$ cat src/verilog/scir_defs.svh
// What this block does
// - Both strobes low means hardware reset
// - Internal reset stretched five cycles after release
// - Host accesses ignored during internal reset
// - Hardware reset leaves receive FIFO untouched
// - Three software reset commands in master control
// - Channel reset clears some own-channel bits
// - Full software reset acts as hardware reset but loads master control from the written byte
// - Command read forces register pointer to zero
// - Master control bits cleared only by hardware reset
// - Polling mode when both enables are zero
// - Interrupt output low only when service needed
// - Three sources per channel, six in total
// - Fixed priority, channel A receive highest
// - Each source has enable, pending, in-service
// - Lower chain disable bit blocks downstream devices
// - Disabled source never requests an interrupt
// - Source enable bits zero, one, two
// - Bits four, three select receive mode
// - Pending never set while source disabled
// - Lower chain disable drives chain output low
`ifndef SCIR_DEFS_SVH
`define SCIR_DEFS_SVH

`define SCIR_RST_STRETCH_CYC 3'd4
// Strobes, chip enable and acknowledge idle high
`define SCIR_PIN_IDLE 15'h0027
`define SCIR_PTR_STATUS 4'h0
`define SCIR_PTR_SRC_EN 4'h1
`define SCIR_PTR_PEND 4'h3
`define SCIR_PTR_MASTER 4'h9
`define SCIR_CMD_POINT_HIGH 3'h1
`define SCIR_CMD_RESET_IUS 3'h7
`define SCIR_RST_NONE 2'h0
`define SCIR_RST_CH_B 2'h1
`define SCIR_RST_CH_A 2'h2
`define SCIR_RST_FULL 2'h3
`define SCIR_MC_RESET_VAL 6'h00
`define SCIR_SE_RESET_VAL 8'h00
`define SCIR_SE_CH_RST_KEEP 8'h18
`define SCIR_MC_DLC 2
`define SCIR_MC_MIE 3
`define SCIR_SE_EXT_EN 0
`define SCIR_SE_TX_EN 1
`define SCIR_SE_SPC_EN 2
`define SCIR_SE_RXM_LO 3
`define SCIR_SE_RXM_HI 4
`define SCIR_SE_WR_DIR 5
`define SCIR_SE_WR_FUNC 6
`define SCIR_SE_WR_EN 7

`endif

$ cat src/verilog/scir_pkg.sv
package scir_pkg;
  typedef enum logic [1:0] {
    SCIR_RXM_OFF,
    SCIR_RXM_FIRST,
    SCIR_RXM_ALL,
    SCIR_RXM_SPECIAL
  } scir_rx_mode_t;

  typedef enum logic [1:0] {
    SCIR_RS_RUN,
    SCIR_RS_HOLD,
    SCIR_RS_STRETCH
  } scir_rst_state_t;
endpackage

$ cat src/verilog/scir_ctrl.sv
`timescale 1ns/1ps
`include "scir_defs.svh"
module scir_ctrl
  import scir_pkg::*;
#(
  parameter int NSRC = 6
) (
  input wire logic clk_i,
  input wire logic sys_rst_i,
  input wire logic rd_n_i,
  input wire logic wr_n_i,
  input wire logic ce_n_i,
  input wire logic dc_i,
  input wire logic ab_i,
  input wire logic intack_n_i,
  input wire logic irq_chain_enable_in_i,
  input wire logic [7:0] data_i,
  output logic [7:0] data_o,
  output logic data_oe_o,
  input wire logic a_rx_char_i,
  input wire logic a_rx_special_i,
  input wire logic a_tx_empty_i,
  input wire logic a_ext_change_i,
  input wire logic b_rx_char_i,
  input wire logic b_rx_special_i,
  input wire logic b_tx_empty_i,
  input wire logic b_ext_change_i,
  output logic a_rx_pop_o,
  output logic b_rx_pop_o,
  output logic int_n_o,
  output logic int_oe_o,
  output logic irq_chain_enable_out_o,
  output logic a_wreq_n_o,
  output logic a_wreq_oe_o,
  output logic b_wreq_n_o,
  output logic b_wreq_oe_o,
  output logic int_rst_o
);
  // Synchronised pins
  logic [14:0] pin_async;
  logic [14:0] pin_sync;
  logic [14:0] pin_rst_val;
  logic rd_n_s;
  logic wr_n_s;
  logic ce_n_s;
  logic dc_s;
  logic ab_s;
  logic intack_n_s;
  logic iei_s;
  logic [7:0] data_s;

  // Strobe edge detection
  logic rd_n_q;
  logic wr_n_q;
  logic rd_fall;
  logic wr_fall;

  // Reset control
  scir_rst_state_t rst_state_q;
  scir_rst_state_t rst_state_d;
  logic [2:0] rst_cnt_q;
  logic [2:0] rst_cnt_d;
  logic hw_cond;
  logic full_sw_rst;
  logic rst_int;

  // Access decode
  logic access_ok;
  logic rd_acc;
  logic wr_acc;
  logic ack_rd;
  logic cmd_wr;
  logic cmd_rd;
  logic reg_wr;
  logic data_rd;
  logic [3:0] ptr_q;
  logic [3:0] ptr_d;
  logic [2:0] cmd_code;
  logic ptr_zero;

  // Master control register
  logic [5:0] mc_q;
  logic mc_wr;
  logic [1:0] mc_rst_cmd;
  logic master_irq_enable;
  logic lower_chain_disable;
  logic ch_a_rst;
  logic ch_b_rst;

  // Channel registers and sources
  logic a_se_wr;
  logic b_se_wr;
  logic [7:0] a_en;
  logic [7:0] b_en;
  logic [2:0] a_pend;
  logic [2:0] b_pend;
  logic [2:0] a_ius;
  logic [2:0] b_ius;
  logic a_wreq_act;
  logic b_wreq_act;
  logic [NSRC-1:0] pend_all;
  logic [NSRC-1:0] ius_all;
  logic [NSRC-1:0] ius_set;
  logic [NSRC-1:0] ius_clr;
  logic [NSRC-1:0] ack_pick;
  logic [NSRC-1:0] top_ius;
  logic req_any;
  logic any_ius;
  logic any_pend;

  // Read data
  logic [7:0] rd_mux;
  logic [7:0] status_a;
  logic [7:0] status_b;
  logic [7:0] pend_rd;
  logic [7:0] data_q;
  logic drive_q;

  // Pins cross into this clock through two flops; strobes idle high
  assign pin_async = {data_i, irq_chain_enable_in_i, intack_n_i,
                      ab_i, dc_i, ce_n_i, wr_n_i, rd_n_i};
  assign pin_rst_val = `SCIR_PIN_IDLE;

  scir_sync #(.W(15)) u_pin_sync (
    .clk_i(clk_i),
    .sys_rst_i(sys_rst_i),
    .async_i(pin_async),
    .rst_val_i(pin_rst_val),
    .sync_o(pin_sync)
  );

  assign rd_n_s = pin_sync[0];
  assign wr_n_s = pin_sync[1];
  assign ce_n_s = pin_sync[2];
  assign dc_s = pin_sync[3];
  assign ab_s = pin_sync[4];
  assign intack_n_s = pin_sync[5];
  assign iei_s = pin_sync[6];
  assign data_s = pin_sync[14:7];

  // Strobe falls mark the start of an access
  assign rd_fall = rd_n_q & ~rd_n_s & wr_n_s;
  assign wr_fall = wr_n_q & ~wr_n_s & rd_n_s;

  // Both strobes low is a reset no matter what chip enable shows
  assign hw_cond = ~rd_n_s & ~wr_n_s;
  assign full_sw_rst = mc_wr & (mc_rst_cmd == `SCIR_RST_FULL);
  assign rst_int = hw_cond | (rst_state_q != SCIR_RS_RUN);
  assign int_rst_o = rst_int;

  always_comb begin
    rst_state_d = rst_state_q;
    rst_cnt_d = rst_cnt_q;
    case (rst_state_q)
      SCIR_RS_RUN: begin
        if (hw_cond) begin
          rst_state_d = SCIR_RS_HOLD;
        end else if (full_sw_rst) begin
          rst_state_d = SCIR_RS_STRETCH;
          rst_cnt_d = `SCIR_RST_STRETCH_CYC;
        end
      end
      SCIR_RS_HOLD: begin
        if (!hw_cond) begin
          rst_state_d = SCIR_RS_STRETCH;
          rst_cnt_d = `SCIR_RST_STRETCH_CYC;
        end
      end
      SCIR_RS_STRETCH: begin
        if (hw_cond) begin
          rst_state_d = SCIR_RS_HOLD;
        end else if (rst_cnt_q == 3'h1) begin
          rst_state_d = SCIR_RS_RUN;
          rst_cnt_d = 3'h0;
        end else begin
          rst_cnt_d = rst_cnt_q - 3'h1;
        end
      end
      default: begin
        rst_state_d = SCIR_RS_RUN;
        rst_cnt_d = 3'h0;
      end
    endcase
  end

  always_ff @(posedge clk_i or posedge sys_rst_i) begin
    if (sys_rst_i) begin
      rst_state_q <= SCIR_RS_HOLD;
      rst_cnt_q <= 3'h0;
      rd_n_q <= 1'b1;
      wr_n_q <= 1'b1;
    end else begin
      rst_state_q <= rst_state_d;
      rst_cnt_q <= rst_cnt_d;
      rd_n_q <= rd_n_s;
      wr_n_q <= wr_n_s;
    end
  end

  // Accesses during the stretched reset are dropped
  assign access_ok = ~rst_int & ~ce_n_s;
  assign rd_acc = rd_fall & access_ok & intack_n_s;
  assign wr_acc = wr_fall & access_ok;
  assign ack_rd = rd_fall & ~rst_int & ~intack_n_s;
  assign cmd_rd = rd_acc & ~dc_s;
  assign data_rd = rd_acc & dc_s;
  assign cmd_wr = wr_acc & ~dc_s;
  assign ptr_zero = (ptr_q == `SCIR_PTR_STATUS);
  assign cmd_code = data_s[5:3];
  assign reg_wr = cmd_wr & ~ptr_zero;

  always_comb begin
    ptr_d = ptr_q;
    if (cmd_rd) begin
      ptr_d = 4'h0;
    end else if (cmd_wr && ptr_zero) begin
      ptr_d = {cmd_code == `SCIR_CMD_POINT_HIGH, data_s[2:0]};
    end else if (cmd_wr) begin
      ptr_d = 4'h0;
    end
  end

  // Master control is shared by both channels
  assign mc_wr = reg_wr & (ptr_q == `SCIR_PTR_MASTER);
  assign mc_rst_cmd = data_s[7:6];
  assign ch_a_rst = mc_wr & (mc_rst_cmd == `SCIR_RST_CH_A);
  assign ch_b_rst = mc_wr & (mc_rst_cmd == `SCIR_RST_CH_B);
  assign master_irq_enable = mc_q[`SCIR_MC_MIE];
  assign lower_chain_disable = mc_q[`SCIR_MC_DLC];

  always_ff @(posedge clk_i or posedge sys_rst_i) begin
    if (sys_rst_i) begin
      ptr_q <= 4'h0;
      mc_q <= `SCIR_MC_RESET_VAL;
    end else if (hw_cond) begin
      ptr_q <= 4'h0;
      mc_q <= `SCIR_MC_RESET_VAL;
    end else begin
      ptr_q <= ptr_d;
      if (mc_wr) begin
        // Loaded on every write, including one carrying a reset command
        mc_q <= data_s[5:0];
      end
    end
  end

  assign a_se_wr = reg_wr & (ptr_q == `SCIR_PTR_SRC_EN) & ab_s;
  assign b_se_wr = reg_wr & (ptr_q == `SCIR_PTR_SRC_EN) & ~ab_s;

  // Receive data is fetched elsewhere; reset never pops or flushes it
  assign a_rx_pop_o = data_rd & ab_s;
  assign b_rx_pop_o = data_rd & ~ab_s;

  scir_src_chan u_chan_a (
    .clk_i(clk_i),
    .sys_rst_i(sys_rst_i),
    .hw_rst_i(rst_int),
    .chan_rst_i(ch_a_rst),
    .wr_en_i(a_se_wr),
    .wr_data_i(data_s),
    .rx_char_i(a_rx_char_i),
    .rx_special_i(a_rx_special_i),
    .tx_empty_i(a_tx_empty_i),
    .ext_change_i(a_ext_change_i),
    .rx_read_i(a_rx_pop_o),
    .ius_set_i(ius_set[5:3]),
    .ius_clr_i(ius_clr[5:3]),
    .enable_o(a_en),
    .pend_o(a_pend),
    .ius_o(a_ius),
    .wreq_active_o(a_wreq_act)
  );

  scir_src_chan u_chan_b (
    .clk_i(clk_i),
    .sys_rst_i(sys_rst_i),
    .hw_rst_i(rst_int),
    .chan_rst_i(ch_b_rst),
    .wr_en_i(b_se_wr),
    .wr_data_i(data_s),
    .rx_char_i(b_rx_char_i),
    .rx_special_i(b_rx_special_i),
    .tx_empty_i(b_tx_empty_i),
    .ext_change_i(b_ext_change_i),
    .rx_read_i(b_rx_pop_o),
    .ius_set_i(ius_set[2:0]),
    .ius_clr_i(ius_clr[2:0]),
    .enable_o(b_en),
    .pend_o(b_pend),
    .ius_o(b_ius),
    .wreq_active_o(b_wreq_act)
  );

  // Bit 5 is channel A receive, the highest; bit 0 the lowest
  assign pend_all = {a_pend, b_pend};
  assign ius_all = {a_ius, b_ius};

  always_comb begin
    logic above_ius;
    logic taken;
    logic found;
    above_ius = 1'b0;
    taken = 1'b0;
    found = 1'b0;
    req_any = 1'b0;
    ack_pick = '0;
    top_ius = '0;
    for (int i = NSRC - 1; i >= 0; i--) begin
      if (pend_all[i] && !ius_all[i] && !above_ius) begin
        req_any = 1'b1;
      end
      if (pend_all[i] && !above_ius && !taken) begin
        ack_pick[i] = 1'b1;
        taken = 1'b1;
      end
      if (ius_all[i] && !found) begin
        top_ius[i] = 1'b1;
        found = 1'b1;
      end
      above_ius = above_ius | ius_all[i];
    end
  end

  assign any_ius = |ius_all;
  assign any_pend = |pend_all;
  // Acknowledge only reaches us when the chain above lets it through
  assign ius_set = (ack_rd & master_irq_enable & iei_s) ? ack_pick : '0;
  assign ius_clr = (cmd_wr & ptr_zero & (cmd_code == `SCIR_CMD_RESET_IUS)) ? top_ius : '0;

  // Open drain: pin is pulled low only while a source needs service
  assign int_n_o = 1'b0;
  assign int_oe_o = master_irq_enable & iei_s & intack_n_s & req_any & ~rst_int;
  assign irq_chain_enable_out_o = iei_s & ~lower_chain_disable & ~any_ius &
                                  ~(~intack_n_s & master_irq_enable & any_pend);

  assign a_wreq_n_o = 1'b0;
  assign b_wreq_n_o = 1'b0;
  assign a_wreq_oe_o = a_wreq_act & ~rst_int;
  assign b_wreq_oe_o = b_wreq_act & ~rst_int;

  // Read-back views
  assign status_a = {4'h0, a_ext_change_i, a_tx_empty_i, 1'b0, a_rx_char_i};
  assign status_b = {4'h0, b_ext_change_i, b_tx_empty_i, 1'b0, b_rx_char_i};
  assign pend_rd = ab_s ? {2'b00, pend_all} : 8'h00;

  always_comb begin
    case (ptr_q)
      `SCIR_PTR_STATUS: rd_mux = ab_s ? status_a : status_b;
      `SCIR_PTR_PEND: rd_mux = pend_rd;
      default: rd_mux = 8'h00;
    endcase
  end

  // Enable registers are write-only and read back as zero
  always_ff @(posedge clk_i or posedge sys_rst_i) begin
    if (sys_rst_i) begin
      data_q <= 8'h00;
      drive_q <= 1'b0;
    end else begin
      if (cmd_rd) begin
        data_q <= rd_mux;
      end else if (data_rd) begin
        data_q <= 8'h00;
      end
      drive_q <= (drive_q | rd_acc) & ~rd_n_s & ~rst_int;
    end
  end

  assign data_o = data_q;
  assign data_oe_o = drive_q;
endmodule

$ cat src/verilog/scir_src_chan.sv
`timescale 1ns/1ps
`include "scir_defs.svh"
module scir_src_chan
  import scir_pkg::*;
(
  input wire logic clk_i,
  input wire logic sys_rst_i,
  input wire logic hw_rst_i,
  input wire logic chan_rst_i,
  input wire logic wr_en_i,
  input wire logic [7:0] wr_data_i,
  input wire logic rx_char_i,
  input wire logic rx_special_i,
  input wire logic tx_empty_i,
  input wire logic ext_change_i,
  input wire logic rx_read_i,
  input wire logic [2:0] ius_set_i,
  input wire logic [2:0] ius_clr_i,
  output logic [7:0] enable_o,
  output logic [2:0] pend_o,
  output logic [2:0] ius_o,
  output logic wreq_active_o
);
  logic [7:0] en_q;
  logic [2:0] ius_q;
  logic first_q;
  logic first_d;
  scir_rx_mode_t rx_mode;
  logic rx_char_ip;
  logic rx_spc_ip;
  logic rx_ip;
  logic tx_ip;
  logic ext_ip;
  logic wr_rx_sel;

  assign rx_mode = scir_rx_mode_t'(en_q[`SCIR_SE_RXM_HI:`SCIR_SE_RXM_LO]);
  assign rx_char_ip = rx_char_i & ((rx_mode == SCIR_RXM_ALL) |
                      ((rx_mode == SCIR_RXM_FIRST) & first_q));
  // Special conditions only count when the special enable is also set
  assign rx_spc_ip = rx_special_i & en_q[`SCIR_SE_SPC_EN] & (rx_mode != SCIR_RXM_OFF);
  assign rx_ip = rx_char_ip | rx_spc_ip;
  assign tx_ip = tx_empty_i & en_q[`SCIR_SE_TX_EN];
  assign ext_ip = ext_change_i & en_q[`SCIR_SE_EXT_EN];
  assign pend_o = {rx_ip, tx_ip, ext_ip};
  assign enable_o = en_q;
  assign ius_o = ius_q;

  // First-character mode re-arms when the mode is written again
  assign first_d = wr_en_i ? 1'b1 : (first_q & ~(rx_read_i & rx_char_i));

  assign wr_rx_sel = en_q[`SCIR_SE_WR_DIR];
  assign wreq_active_o = en_q[`SCIR_SE_WR_EN] & (en_q[`SCIR_SE_WR_FUNC] ?
                         (wr_rx_sel ? rx_char_i : tx_empty_i) :
                         (wr_rx_sel ? ~rx_char_i : ~tx_empty_i));

  always_ff @(posedge clk_i or posedge sys_rst_i) begin
    if (sys_rst_i) begin
      en_q <= `SCIR_SE_RESET_VAL;
      ius_q <= 3'h0;
      first_q <= 1'b1;
    end else if (hw_rst_i) begin
      en_q <= `SCIR_SE_RESET_VAL;
      ius_q <= 3'h0;
      first_q <= 1'b1;
    end else if (chan_rst_i) begin
      en_q <= en_q & `SCIR_SE_CH_RST_KEEP;
      ius_q <= 3'h0;
      first_q <= 1'b1;
    end else begin
      if (wr_en_i) begin
        en_q <= wr_data_i;
      end
      ius_q <= (ius_q & ~ius_clr_i) | ius_set_i;
      first_q <= first_d;
    end
  end
endmodule

$ cat src/verilog/scir_sync.sv
`timescale 1ns/1ps
module scir_sync #(
  parameter int W = 1
) (
  input wire logic clk_i,
  input wire logic sys_rst_i,
  input wire logic [W-1:0] async_i,
  input wire logic [W-1:0] rst_val_i,
  output logic [W-1:0] sync_o
);
  logic [W-1:0] meta_q;
  logic [W-1:0] sync_q;
  logic init_q;

  // Reset value is loaded by a clocked step, never by the async reset
  always_ff @(posedge clk_i or posedge sys_rst_i) begin
    if (sys_rst_i) begin
      meta_q <= '0;
      sync_q <= '0;
      init_q <= 1'b1;
    end else begin
      meta_q <= async_i;
      sync_q <= init_q ? rst_val_i : meta_q;
      init_q <= 1'b0;
    end
  end

  assign sync_o = sync_q;
endmodule
$ cat config.mk
export PLATFORM = sky130hd
export DESIGN_NAME = scir_ctrl
export DESIGN_NICKNAME = d
export VERILOG_FILES = /design/src/verilog/scir_pkg.sv /design/src/verilog/scir_ctrl.sv /design/src/verilog/scir_src_chan.sv /design/src/verilog/scir_sync.sv
export VERILOG_INCLUDE_DIRS = /design/src /design/src/verilog
export SDC_FILE = /design/constraint.sdc
export NUM_CORES = 1
export LEC_CHECK = 0
export BUFFER_PORTS_ARGS = -buffer_cell sky130_fd_sc_hd__buf_2
export CORE_ASPECT_RATIO = 1.75
export CORE_MARGIN = 4
export CORE_UTILIZATION = 54
export CTS_BUF_LIST = sky130_fd_sc_hd__clkbuf_4
export DETAILED_ROUTE_END_ITERATION = 8
export PLACE_DENSITY = 0.89
export SLEW_MARGIN = 20
export SYNTH_ARGS = -nofsm -noshare
export SYNTH_HDL_FRONTEND = slang
export SYNTH_HIERARCHICAL = 1
export SYNTH_SLANG_ARGS = --single-unit
export TNS_END_PERCENT = 1
$ cat constraint.sdc
create_clock -name clk_i -period 1.9 [get_ports clk_i]
set_input_delay 0.38 -clock clk_i [delete_from_list [all_inputs] [get_ports clk_i]]
set_output_delay 0.38 -clock clk_i [all_outputs]
set_load 0.005 [all_outputs]
# Word level (Yosys, flattened, before mapping)
# Index checks and enable logic that the tools add are counted.
# op_classes
mux,74
n_reduce_logical,65
n_addsub,1
bitwise_logic,92
eq_ne,23
# ops
operator,n
2-to-1 mux 8 bit,8
bitwise AND 1 bit,59
2-to-1 mux 1 bit,38
2-to-1 mux 4 bit,7
logical AND 1 bit,27
2-to-1 mux 3 bit,9
logical NOT 1 bit,20
2-to-1 mux 6 bit,3
NOT 1 bit,17
2-to-1 mux 15 bit,1
nonzero test 2 bit,7
inequality test 2 bit (second input constant),6
case mux 6 bit (2 select lines),1
OR reduction 6 bit,2
equality test 2 bit (second input constant),5
2-to-1 mux 2 bit,5
bitwise OR 1 bit,10
case mux 3 bit (3 select lines),1
equality test 2 x 1 -> 1 bit (second input constant),4
bitwise AND 3 bit,2
equality test 3 x 1 -> 1 bit (second input constant),2
inequality test 3 bit (second input constant),2
NOT 3 bit,2
bitwise OR 3 bit,2
13 further kinds,15
# word_totals
reg_bits,79
word_cells,274
in_bits,25
out_inout_bits,19

# Depth between registers and ports, before layout
# Gate-level depths: netlist of run 1.
# depth
ltp_word,25
depth_mapped,8
mapped_depth_nobuf,7

# Modules after synthesis
# Netlist of run 1, hierarchy kept.
# by_module_without_submodules
mod,instances,cells_per_inst,area_each_um2,seq_area_each_um2
scir_ctrl,1,160,1457.6,504.2
scir_src_chan,2,58,581.8,301.5
scir_sync,1,50,1022.2,777.0

# Worst setup path before layout of run 1
# Ideal clock, no wire load.
# synth_timing
path_type,reg2out
startpoint,register u_chan_a.first_q
endpoint,output irq_chain_enable_out_o
path_buffers,1
path_stages_with_launch,8
arrival_ps,1467
required_ps,1520
setup_slack_ps,53
cell_sequence,dfstp_2 nor2b_1 o21ai_0 a21oi_1 buf_4 nor4_1 a21oi_1 nor4b_1
# synth_via
elab_chain_cells,8
# synth_lines
item,line,rtl
"start, declared",scir_src_chan.sv:26,logic first_q;
"start signal, assigned",scir_src_chan.sv:74,first_q <= first_d;
bitwise AND 1 bit,scir_src_chan.sv:38,((rx_mode == SCIR_RXM_FIRST) & first_q));
bitwise OR 1 bit,scir_src_chan.sv:37,assign rx_char_ip = rx_char_i & ((rx_mode == SCIR_RXM_ALL) |
bitwise AND 1 bit,scir_src_chan.sv:37,
bitwise OR 1 bit,scir_src_chan.sv:41,assign rx_ip = rx_char_ip | rx_spc_ip;
net u_chan_a.rx_ip,scir_src_chan.sv:31,logic rx_ip;
OR reduction 6 bit,scir_ctrl.sv:325,assign any_pend = |pend_all;
bitwise AND 1 bit,scir_ctrl.sv:334,~(~intack_n_s & master_irq_enable & any_pend);
NOT 1 bit,scir_ctrl.sv:334,
bitwise AND 1 bit,scir_ctrl.sv:333,assign irq_chain_enable_out_o = iei_s & ~lower_chain_disable & ~any_ius &
"end, declared",scir_ctrl.sv:32,"output logic irq_chain_enable_out_o,"
# The timed path passes the listed nets, and every way through them passes these cells.

# Worst setup path in the final report of run 1
# layout_timing
startpoint,register u_chan_a.first_q
endpoint,output int_oe_o
# layout_via
elab_chain_cells,13
# layout_lines
item,line,rtl
bitwise AND 1 bit,scir_src_chan.sv:38,
bitwise OR 1 bit,scir_src_chan.sv:37,
bitwise AND 1 bit,scir_src_chan.sv:37,
bitwise OR 1 bit,scir_src_chan.sv:41,
net a_pend[2],scir_ctrl.sv:95,logic [2:0] a_pend;
logical AND 1 bit,scir_ctrl.sv:309,if (pend_all[i] && !ius_all[i] && !above_ius) begin
2-to-1 mux 1 bit (6 in series),scir_ctrl.sv:309,
bitwise AND 1 bit (2 in series),scir_ctrl.sv:332,assign int_oe_o = master_irq_enable & iei_s & intack_n_s & req_any & ~rst_int;
"end, declared",scir_ctrl.sv:31,"output logic int_oe_o,"
# The timed path passes the listed nets, and every way through them passes these cells.

==> tab_implementation.tex, run 1 <==
\begin{tabular}{lr}
\hline
Metric & Value \\
\hline
\multicolumn{2}{l}{\textbf{Outcome}} \\
Outcome & complete, but fails checks \\
Failing checks & setup timing \\
\multicolumn{2}{l}{\textbf{Final layout}} \\
Final net count & 446 \\
Count of filler cells inserted in the layout & 469 \\
Fraction of layout cells with a size suffix above 1 & 36.8\% \\
Final cell count without fillers & 507 \\
Area added between synthesis and finish & 23.4\% \\
\multicolumn{2}{l}{\textbf{Detailed routing}} \\
DRT Pass-1 Iters & 4 \\
Final WL & 8860 um \\
Via count of the routed design & 2895 \\
Average wire per cell in the routed design & 17.5 um \\
Remaining DRCs & 0 \\
Number of nets with antenna violations after detailed routing & 0 \\
Vias/cell & 5.71 \\
Drt first-iter violations & 228 \\
\multicolumn{2}{l}{\textbf{Synth}} \\
Post-synthesis simple-gate area fraction & 20.3\% \\
Post-synth EDFFs & 0 \\
Yosys reg bits & 75 \\
Warnings from Yosys & 6 \\
Multiplexer share of the synthesized area & 12.0\% \\
Avg Cell Area, Syn & 11.2 sq um \\
Synthesized area & 3640 sq um \\
Combinational family with the most area after synthesis & simple AND/OR/NAND/NOR gates \\
Count of distinct cell types in the synthesized netlist & 56 \\
Compound-cell area share of the yosys netlist & 7.76\% \\
Syn Inst Count & 326 \\
Portion of the post-synthesis area used by sequential elements & 51.7\% \\
Dominant register cell in the synthesized netlist & dfrtp\_1 \\
Post-Synth XOR/XNOR Area & 0.481\% \\
Async set-or-reset flop fraction in the synthesized netlist & 100\% \\
Area share of fa/ha/maj cells after synthesis & 0.687\% \\
\multicolumn{2}{l}{\textbf{Global routing}} \\
Overall track demand over capacity in global routing & 21.3\% \\
Via count of the first global-routing pass & 2922 \\
Global-route wire length before repair & 13200 um \\
Antenna violations before repair & 1 \\
Remaining Overflow, GRT & 0 \\
Pin count of the biggest net entering global routing & 32 \\
\multicolumn{2}{l}{\textbf{Setup path}} \\
CP Max Fanout & 3 \\
Startpoint type of the worst setup path & flip-flop \\
Beginning of the worst register-to-register path & rst\_state\_q[1]\$\_DFFE\_PP0P\_ \\
Category of the worst setup path capture point & output pin \\
Reg-to-reg setup timing slack & -0.15 ns \\
Data required time at the worst endpoint & 1.52 ns \\
Data arrival time at the worst-slack endpoint & 1.96 ns \\
R2R depth & 7 \\
Path type of the worst setup path & flip-flop to output pin \\
Capturing point of the worst reg2reg path & u\_chan\_a/enable\_o[3]\$\_DFFE\_PP0P\_ \\
\multicolumn{2}{l}{\textbf{Timing}} \\
Max Slew Vio Count & 0 \\
Transition time of the tightest slew-check pin & 0.500 ns \\
Max Fclk & 428 MHz \\
Worst setup skew after layout & 0.0339 ns \\
Finish-stage setup viols & 26 \\
Period minus WS final & 2.34 ns \\
Final period utilization & 123\% \\
Worst Setup Slack, final & -0.436 ns \\
Worst max-slew margin expressed relative to the limit & 66.6\% \\
Unrepaired setup endpoints after global routing & yes \\
Final hold violation count & 0 \\
\multicolumn{2}{l}{\textbf{Floorplan}} \\
Full die area & 8180 sq um \\
Number of ports placed on the die boundary & 44 \\
Starting density of the core & 55.7\% \\
Num rows & 39 \\
Area inside the core boundary & 6540 sq um \\
Die extent in x & 70.1 um \\
Overall die height & 117 um \\
\multicolumn{2}{l}{\textbf{Power}} \\
Power consumption & 0.00367 W \\
Highest ir drop seen on vdd & 0.664 mV \\
Power per cell area & 817 nW/um\^{}2 \\
Pleak & 2.12 nW \\
\multicolumn{2}{l}{\textbf{Clock network}} \\
Clk buf depth & 2 \\
Clock H-tree levels & 3 \\
Worst skew pair latency & 0.46 ns \\
\# clock sinks & 75 \\
Clock root buffer & clkbuf\_4 \\
Clock edge transition at the registers on the reported setup and hold paths & 0.12 ns \\
Num CTS Buffers & 9 \\
TritonCTS clock tree & done \\
\multicolumn{2}{l}{\textbf{Min path}} \\
Source of the worst hold timing path & data\_i[7] \\
Worst Hold Path Cells & 1 \\
Hold crit path type & primary input to flip-flop \\
Worst Hold Endpoint & u\_pin\_sync/meta\_q[14]\$\_DFF\_PP0\_ \\
\multicolumn{2}{l}{\textbf{Run}} \\
Max-cap viol count & 0 \\
\multicolumn{2}{l}{\textbf{Placement}} \\
Routability-driven placement congestion ratio & 0.914 \\
IO buf count & 38 \\
Number of placed instances with taps included & 488 \\
Hpwl dp & 6430 um \\
\hline
\end{tabular}
[through the flow]
stage	util, %	cell area [sq um]	setup TNS [ns]	hold slack [ns]	setup slack (ns)
after floorplan	-	3710	0	0.244	0.0533
after global placement	63.9	4180	-0.111	0.438	-0.0976
after detailed placement	63.9	4180	-0.173	0.450	-0.0655
after CTS	67.4	4400	-2.16	0.00307	-0.497
after global routing	68.8	4500	-4.82	-0.00149	-0.538
final	68.8	4500	-3.19	0.0305	-0.436
[cells by family after synthesis]
logic type | Yosys count
AO/OA/AOI/OAI | 38
XOR/XNOR | 2
adder cells (fa/ha/maj) | 2
buffers and inverters | 41
flip-flops | 75
multiplexers | 38
other | 3
AND/OR/NAND/NOR | 127
[placed cells by master (no fill, tap or decap), types with 8 or more instances in the layout]
cell type  Yosys  final
and2_1         8      8
buf_2          4     36
buf_4         11     48
clkbuf_4       0     10
conb_1         3     21
dfrtp_1       69     66
inv_1         18     18
mux2_4        10     10
mux2i_1       23     23
nand2_1       15     14
nor2_1        36     32
[worst max path at each step]
| stage | cells past startpoint | slack [ns] | end | startpoint |
|---|---|---|---|---|
| 2_1_floorplan | 7 | 0.05 | irq_chain_enable_out_o | u_chan_a/first_q$_DFF_PP1_ |
| 3_3_place_gp | 7 | -0.1 | irq_chain_enable_out_o | u_chan_a/first_q$_DFF_PP1_ |
| 3_5_place_dp | 7 | -0.07 | irq_chain_enable_out_o | u_chan_a/first_q$_DFF_PP1_ |
| 4_1_cts | 7 | -0.50 | irq_chain_enable_out_o | u_chan_a/first_q$_DFF_PP1_ |
| 5_1_grt | 7 | -0.54 | irq_chain_enable_out_o | u_chan_a/first_q$_DFF_PP1_ |
| 6_report | 6 | -0.44 | int_oe_o | u_chan_a/first_q$_DFF_PP1_ |
[synthesized netlist by cell type (2+ instances only)]
master    count  area share, %
a211oi_1      3           0.62
nand2b_1      6            1.0
buf_6         4            1.2
nor4b_1       3           0.72
a22o_1        5            1.2
nand2_1      15            1.5
nor3b_1       6            1.2
and3_1        9            1.5
and2_1        8            1.4
and4b_1       2           0.55
xor2_1        2           0.48
clkbuf_1      3           0.31
o31ai_1       2           0.41
mux2_2        5            1.5
or2_1         2           0.34
nor3_1        3           0.41
nand3_1       6           0.82
inv_1        18            1.9
mux2i_1      23            6.3
o32ai_1       2           0.48
buf_4        11            2.3
dfstp_2       6            4.3
nor2_1       36            3.7
o21ai_0       2           0.27
nor2b_1       7            1.2
o21a_1        2           0.41
dfrtp_1      69             47
buf_2         4           0.55
conb_1        3           0.31
ha_1          2           0.69
a211o_1       2           0.48
a21oi_1      10            1.4
nor4_1        8            1.4
nand4b_1      2           0.48
mux2_4       10            4.1
a221o_1       4            1.1
a32o_1        2           0.55
[layer usage]
layer | global-route usage [%] | part of all wire (%) | vias up
met5 | 0 | 0 | -
met4 | 18.9 | 7.1 | 0
met3 | 4.57 | 5.5 | 53
met2 | 38.2 | 53 | 131
met1 | 20.3 | 34 | 1407
li1 | - | - | 1304
[cell type report]
class                           count  area [sq um]  area share [%]
Tap cell                           82           103            2.28
Inverter                           18          67.6            1.50
Antenna cell                        1          2.50          0.0556
Clock inverter                      6          72.6            1.61
Clock buffer                       10          75.1            1.67
Timing Repair Buffer               87           573            12.7
Multi-Input combinational cell    228          1720            38.1
Sequential cell                    75          1890            42.0
[power breakdown]
part | internal [W] | switching [W] | total [W]
Sequential | 0.00172 | 0.000126 | 0.00185
Clock | 0.000429 | 0.000600 | 0.00103
Combinational | 0.000408 | 0.000393 | 0.000800
[worst max-delay path, stage by stage (launching register included)]
cell and delay (ns):
dfstp_2 0.56, nor2b_1 0.13, o21ai_1 0.09, a21oi_2 0.20, o31ai_1 0.11, a211oi_1 0.27
buf_2 0.16
[registers in the layout (all words and copies together) (netlist names)]
| signal | cells |
|---|---|
| data_oe_o | 1 |
| u_pin_sync/meta_q | 15 |
| u_chan_b/first_q | 1 |
| mc_q | 2 |
| data_o | 6 |
| u_pin_sync/init_q | 1 |
| u_chan_a/first_q | 1 |
| u_chan_a/enable_o | 8 |
| wr_n_q | 1 |
| u_chan_a/ius_o | 3 |
| u_chan_b/ius_o | 3 |
| ptr_q | 4 |
| rst_cnt_q | 3 |
| rd_n_q | 1 |
| rst_state_q | 2 |
| u_chan_b/enable_o | 8 |
| u_pin_sync/sync_o | 15 |
[what timing repair did]
action                     4_1_cts  5_1_grt
hold buffers                     1        0
pin swaps                       12        5
setup endpoints to repair       26       40
resized for setup               17       18
setup buffers                    1        0
hold endpoints to repair        53        0
Note: power is estimated with default switching activity, not from simulation.
==> run 2: changes to the inputs <==
--- a/config.mk
+++ b/config.mk
@@ -13,6 +13,7 @@
 export CTS_BUF_LIST = sky130_fd_sc_hd__clkbuf_4
 export DETAILED_ROUTE_END_ITERATION = 8
 export PLACE_DENSITY = 0.89
+export RECOVER_POWER = 50
 export SLEW_MARGIN = 20
 export SYNTH_ARGS = -nofsm -noshare
 export SYNTH_HDL_FRONTEND = slang
==> run 2 against run 1 <==
Effect of this change: first-iteration DRC count fell by 4.4%; clock power barely moved; global-route usage did not move; critical endpoint unchanged; total power fell by 0.20%; wire length rose by 0.17%; hold slack improved by 0.0081 ns; sequential share of layout area barely moved; combinational power barely moved; the flow still finishes with violations (setup timing); clock skew fell by 0.0013 ns.
==> tab_implementation.tex, run 2 (same netlist as run 1, synthesis figures left out) <==
\begin{tabular}{lr}
\hline
Metric & Value \\
\hline
\multicolumn{2}{l}{\textbf{Outcome}} \\
Outcome & complete, but fails checks \\
Failing checks & setup timing \\
\multicolumn{2}{l}{\textbf{Clock network}} \\
Clock H-tree levels & 3 \\
Worst skew pair latency & 0.45 ns \\
Num CTS Buffers & 9 \\
\# clock sinks & 75 \\
Clock root buffer & clkbuf\_4 \\
Clk buf depth & 2 \\
TritonCTS clock tree & done \\
Clock edge transition at the registers on the reported setup and hold paths & 0.12 ns \\
\multicolumn{2}{l}{\textbf{Min path}} \\
Hold crit path type & primary input to flip-flop \\
Source of the worst hold timing path & data\_i[7] \\
\multicolumn{2}{l}{\textbf{Detailed routing}} \\
Number of nets with antenna violations after detailed routing & 0 \\
Remaining DRCs & 0 \\
Average wire per cell in the routed design & 17.5 um \\
Via count of the routed design & 2891 \\
Drt first-iter violations & 218 \\
Vias/cell & 5.70 \\
Final WL & 8880 um \\
DRT Pass-1 Iters & 4 \\
\multicolumn{2}{l}{\textbf{Setup path}} \\
Chain of cells forming the critical path & nor2b\_1, o21ai\_1, a21oi\_2, o31ai\_1, a211oi\_1, buf\_2 \\
CP startpoint & u\_chan\_a/first\_q\$\_DFF\_PP1\_ \\
Beginning of the worst register-to-register path & rst\_state\_q[1]\$\_DFFE\_PP0P\_ \\
Critical Path Slowest Stage Cell & dfstp\_2 \\
Category of the worst setup path capture point & output pin \\
CP peak stage delay & 0.56 ns \\
CP Max Fanout & 3 \\
Family with the most delay on the worst path & compound AO/OA/AOI/OAI gates \\
Startpoint type of the worst setup path & flip-flop \\
Path type of the worst setup path & flip-flop to output pin \\
Critical path buffers and inverters & 1 \\
Data required time at the worst endpoint & 1.52 ns \\
Data arrival time at the worst-slack endpoint & 1.95 ns \\
\multicolumn{2}{l}{\textbf{Floorplan}} \\
Number of ports placed on the die boundary & 44 \\
Die extent in x & 70.1 um \\
Area inside the core boundary & 6540 sq um \\
Starting density of the core & 55.7\% \\
Full die area & 8180 sq um \\
Overall die height & 117 um \\
Num rows & 39 \\
\multicolumn{2}{l}{\textbf{Placement}} \\
Hpwl dp & 6430 um \\
IO buf count & 38 \\
Routability-driven placement congestion ratio & 0.914 \\
\multicolumn{2}{l}{\textbf{Final layout}} \\
Fraction of layout cells with a size suffix above 1 & 35.8\% \\
Count of filler cells inserted in the layout & 470 \\
Core Util, Final & 68.6\% \\
Leading cell type in the layout, fill and taps excluded & dfrtp\_1 \\
Leading cell types in the layout, fill and taps excluded & dfrtp\_1 (68), buf\_4 (46), buf\_2 (35) \\
Area added between synthesis and finish & 23.1\% \\
Final net count & 446 \\
Area taken by flip-flops and latches & 1890 sq um \\
Multi-input gate area & 1720 sq um \\
\multicolumn{2}{l}{\textbf{Timing}} \\
Final period utilization & 123\% \\
Max Fclk & 430 MHz \\
Transition time of the tightest slew-check pin & 1.09 ns \\
Finish-stage setup viols & 25 \\
Worst max-slew margin expressed relative to the limit & 27.1\% \\
Worst setup skew after layout & 0.0326 ns \\
Period minus WS final & 2.33 ns \\
Max Slew Vio Count & 0 \\
Final worst hold slack & 0.0386 ns \\
Final hold violation count & 0 \\
Unrepaired setup endpoints after global routing & yes \\
Worst Setup Slack, final & -0.428 ns \\
\multicolumn{2}{l}{\textbf{Run}} \\
Max-cap viol count & 0 \\
\multicolumn{2}{l}{\textbf{Power}} \\
Pleak & 2.11 nW \\
Power per cell area & 817 nW/um\^{}2 \\
Power consumption & 0.00367 W \\
Highest ir drop seen on vdd & 0.661 mV \\
\multicolumn{2}{l}{\textbf{Global routing}} \\
Remaining Overflow, GRT & 0 \\
Met1 Use GR & 20.3\% \\
Busiest grt layer & met2 \\
Pin count of the biggest net entering global routing & 32 \\
Overall track demand over capacity in global routing & 21.3\% \\
Routing usage on met2 & 38.2\% \\
Global-route wire length before repair & 13200 um \\
Global-route track usage on met3 & 4.57\% \\
Antenna violations before repair & 1 \\
Via count of the first global-routing pass & 2922 \\
\hline
\end{tabular}
## run 2: cell types whose count changed in the layout (fill, tap and decap cells not counted), sizes merged
cell | previous run | this run
buf | 86 | 83
clkbuf | 10 | 13
## run 2: layout make-up
cell class / count / share of cell area, %
antenna: 1 / 0.0558
clock buffer: 10 / 1.67
clock inverter: 6 / 1.62
inverter: 18 / 1.51
multi-input combinational: 228 / 38.2
sequential: 75 / 42.0
tap: 82 / 2.29
timing repair buffer: 87 / 12.6
## run 2: power by group
| part | leakage [nW] | internal (W) | switching (W) |
|---|---|---|---|
| logic | 1.09 | 0.000405 | 0.000394 |
| registers | 0.946 | 0.00172 | 0.000127 |
| clock network | 0.0776 | 0.000429 | 0.000593 |
## run 2: final timing paths
| path | end | slack, ns | cells past startpoint |
|---|---|---|---|
| worst min-delay path | u_pin_sync/meta_q[14]$_DFF_PP0_ | 0.04 | 1 |
| worst max-delay path | int_oe_o | -0.43 | 6 |
| min in group asynchronous | u_chan_a/enable_o[0]$_DFFE_PP0P_ | 0.53 | 3 |
| worst min register to register | u_pin_sync/sync_o[8]$_DFF_PP0_ | 0.47 | 1 |
| worst max register to register | u_chan_a/enable_o[3]$_DFFE_PP0P_ | -0.17 | 7 |
| max in group asynchronous | ptr_q[1]$_DFFE_PP0P_ | 0.33 | 4 |
## run 2: through the flow
step                cell area, sq um  setup TNS [ns]  cells  worst slack, ns
floorplan                       3710               0    344           0.0533
global placement                4180          -0.111    488          -0.0976
detailed placement              4180          -0.173    488          -0.0655
CTS                             4400           -2.16    506           -0.497
global route                    4490           -5.29    507           -0.538
finish                          4490           -3.50    507           -0.428
## run 2: what timing repair did
action | in CTS | in global routing
buffers inserted | 1 | 0
gates cloned | 0 | 0
hold endpoints to repair | 53 | 0
resized for setup | 17 | 18
endpoints found under the setup margin | 26 | 40
pin swaps | 12 | 5
hold buffers | 1 | 0
## run 2: per-layer routing
metal | routed length [um] | vias up
met5 | 0 | -
met4 | 602 | 0
met3 | 464 | 50
met2 | 4720 | 131
met1 | 3080 | 1408
li1 | - | 1302
==> run 3: changes to the inputs <==
--- a/config.mk
+++ b/config.mk
@@ -11,6 +11,7 @@
 export CORE_MARGIN = 4
 export CORE_UTILIZATION = 54
 export CTS_BUF_LIST = sky130_fd_sc_hd__clkbuf_4
+export CTS_CLUSTER_DIAMETER = 150
 export DETAILED_ROUTE_END_ITERATION = 8
 export PLACE_DENSITY = 0.89
 export RECOVER_POWER = 50
==> constraint.sdc (replaced) <==
create_clock -name clk_i -period 1.9 [get_ports clk_i]
set_input_delay 0.38 -clock clk_i [delete_from_list [all_inputs] [get_ports clk_i]]
set_output_delay 0.38 -clock clk_i [all_outputs]
set_load 0.1 [all_outputs]
==> run 3 against run 2 <==
Effect of this change: clock power is essentially flat; die area is the same; final cell count grew 2.6%; maximum frequency shrank 5.6%; the flow still finishes with violations (setup timing); first-iteration DRC count grew 5.5%; total power grew 11%; hold slack lost 0.0033 ns; global-route usage grew 1.6 points; critical path depth grew 1; setup slack lost 0.14 ns; register-to-register slack gained 0.06 ns.
==> tab_implementation.tex, run 3 (same netlist as run 1, synthesis figures left out) <==
\begin{tabular}{lr}
\hline
Metric & Value \\
\hline
\multicolumn{2}{l}{\textbf{Floorplan}} \\
Full die area & 8180 sq um \\
Overall die height & 117 um \\
Area inside the core boundary & 6540 sq um \\
Num rows & 39 \\
Number of ports placed on the die boundary & 44 \\
Starting density of the core & 55.7\% \\
Die extent in x & 70.1 um \\
\multicolumn{2}{l}{\textbf{Global routing}} \\
Via count of the first global-routing pass & 2971 \\
Global-route wire length before repair & 14100 um \\
Pin count of the biggest net entering global routing & 32 \\
Remaining Overflow, GRT & 0 \\
Antenna violations before repair & 2 \\
Overall track demand over capacity in global routing & 22.9\% \\
\multicolumn{2}{l}{\textbf{Timing}} \\
Worst setup skew after layout & 0.0191 ns \\
Final hold violation count & 0 \\
Max Slew Vio Count & 0 \\
Max Fclk & 406 MHz \\
Period minus WS final & 2.46 ns \\
Worst max-slew margin expressed relative to the limit & 25.6\% \\
Worst Setup Slack, final & -0.565 ns \\
Final period utilization & 130\% \\
Finish-stage setup viols & 13 \\
Transition time of the tightest slew-check pin & 1.12 ns \\
Unrepaired setup endpoints after global routing & yes \\
\multicolumn{2}{l}{\textbf{Clock network}} \\
Clock edge transition at the registers on the reported setup and hold paths & 0.12 ns \\
\# clock sinks & 75 \\
Clk buf depth & 2 \\
TritonCTS clock tree & done \\
Clock root buffer & clkbuf\_4 \\
Num CTS Buffers & 9 \\
Clock H-tree levels & 3 \\
Worst skew pair latency & 0.46 ns \\
\multicolumn{2}{l}{\textbf{Detailed routing}} \\
Drt first-iter violations & 230 \\
DRT Pass-1 Iters & 5 \\
Via count of the routed design & 2976 \\
Number of nets with antenna violations after detailed routing & 0 \\
Average wire per cell in the routed design & 17.9 um \\
Final WL & 9310 um \\
Vias/cell & 5.72 \\
Remaining DRCs & 0 \\
\multicolumn{2}{l}{\textbf{Setup path}} \\
CP startpoint & u\_chan\_b/first\_q\$\_DFF\_PP1\_ \\
Most common cell type on the critical path & a21oi\_2 \\
Path type of the worst setup path & flip-flop to output pin \\
CP Max Fanout & 4 \\
Data required time at the worst endpoint & 1.52 ns \\
Category of the worst setup path capture point & output pin \\
Startpoint type of the worst setup path & flip-flop \\
Chain of cells forming the critical path & nor2b\_1, o21ai\_1, a21oi\_2, nor4\_2, a21oi\_2, nor4b\_4, buf\_12 \\
Critical Path Slowest Stage Cell & dfstp\_2 \\
CP peak stage delay & 0.39 ns \\
Family with the most delay on the worst path & simple AND/OR/NAND/NOR gates \\
Critical path buffers and inverters & 1 \\
Data arrival time at the worst-slack endpoint & 2.08 ns \\
Beginning of the worst register-to-register path & ptr\_q[1]\$\_DFFE\_PP0P\_ \\
\multicolumn{2}{l}{\textbf{Power}} \\
Pleak & 2.20 nW \\
Power per cell area & 851 nW/um\^{}2 \\
Highest ir drop seen on vdd & 0.676 mV \\
\multicolumn{2}{l}{\textbf{Final layout}} \\
Final net count & 459 \\
Count of filler cells inserted in the layout & 434 \\
Area added between synthesis and finish & 31.0\% \\
Leading cell type in the layout, fill and taps excluded & dfrtp\_1 \\
Core Util, Final & 73.0\% \\
Leading cell types in the layout, fill and taps excluded & dfrtp\_1 (68), buf\_4 (42), nor2\_1 (33) \\
Fraction of layout cells with a size suffix above 1 & 35.0\% \\
Final design area excluding fillers & 4770 sq um \\
\multicolumn{2}{l}{\textbf{Outcome}} \\
Outcome & complete, but fails checks \\
Failing checks & setup timing \\
\multicolumn{2}{l}{\textbf{Placement}} \\
Standard cell area after detailed placement & 4320 sq um \\
Hpwl dp & 6510 um \\
IO buf count & 38 \\
Routability-driven placement congestion ratio & 0.950 \\
\multicolumn{2}{l}{\textbf{Run}} \\
Max-cap viol count & 0 \\
\multicolumn{2}{l}{\textbf{Min path}} \\
Source of the worst hold timing path & irq\_chain\_enable\_in\_i \\
Hold crit path type & primary input to flip-flop \\
\hline
\end{tabular}
## run 3: final timing paths
| kind | to | slack (ns) | cells past startpoint |
|---|---|---|---|
| min reg2reg | u_pin_sync/sync_o[5]$_DFF_PP0_ | 0.49 | 1 |
| max reg2reg | u_chan_a/ius_o[1]$_DFF_PP0_ | -0.11 | 7 |
| min in group asynchronous | u_chan_a/enable_o[3]$_DFFE_PP0P_ | 0.58 | 3 |
| min | u_pin_sync/meta_q[6]$_DFF_PP0_ | 0.04 | 1 |
| max | irq_chain_enable_out_o | -0.56 | 7 |
| max in group asynchronous | ptr_q[1]$_DFFE_PP0P_ | 0.26 | 4 |
## run 3: per-stage QoR
step                      cells  hold WS, ns  worst slack (ns)  total power [W]  TNS [ns]
after floorplan             344        0.244            -0.678          0.00260     -3.22
after global placement      488        0.439            -0.168          0.00288    -0.330
after detailed placement    488        0.445            -0.174          0.00293    -0.795
after CTS                   505      0.00338            -0.631          0.00400     -2.85
after global routing        520       0.0149            -0.716          0.00425     -4.92
final                       520       0.0353            -0.565          0.00406     -3.01
## run 3: routing by layer
layer,track usage [%],routed length [um]
met5,0,13
met4,17.5,551
met3,4.74,565
met2,42.1,5100
met1,22.2,3080
## run 3: worst reg2reg max path: cells and delay by family (launching register included)
| kind | cells | cell delay [ns] |
|---|---|---|
| AO/OA/AOI/OAI | 1 | 0.15 |
| flip-flops | 1 | 0.48 |
| buffers and inverters | 2 | 0.23 |
| AND/OR/NAND/NOR | 4 | 1.04 |
## run 3: cell type report
| cell class | instances | area (sq um) | share of cell area, % |
|---|---|---|---|
| clock inverter | 6 | 72.6 | 1.52 |
| antenna | 1 | 2.50 | 0.0524 |
| inverter | 18 | 67.6 | 1.42 |
| clock buffer | 10 | 75.1 | 1.57 |
| multi-input combinational | 228 | 1770 | 37.0 |
| timing repair buffer | 100 | 802 | 16.8 |
| sequential | 75 | 1890 | 39.5 |
| tap | 82 | 103 | 2.15 |
## run 3: repair_timing
item,CTS,global route
hold buffers,1,14
resized for setup,26,13
pin swaps,7,4
cloned,0,0
setup endpoints to repair,33,34
hold endpoints to repair,39,14
buffers inserted,0,0
## run 3: power breakdown
group / switching [W] / internal, W / total (W)
registers: 0.000115 / 0.00172 / 0.00183
clock network: 0.000610 / 0.000428 / 0.00104
logic: 0.000731 / 0.000461 / 0.00119
total: 0.00146 / 0.00261 / 0.00406
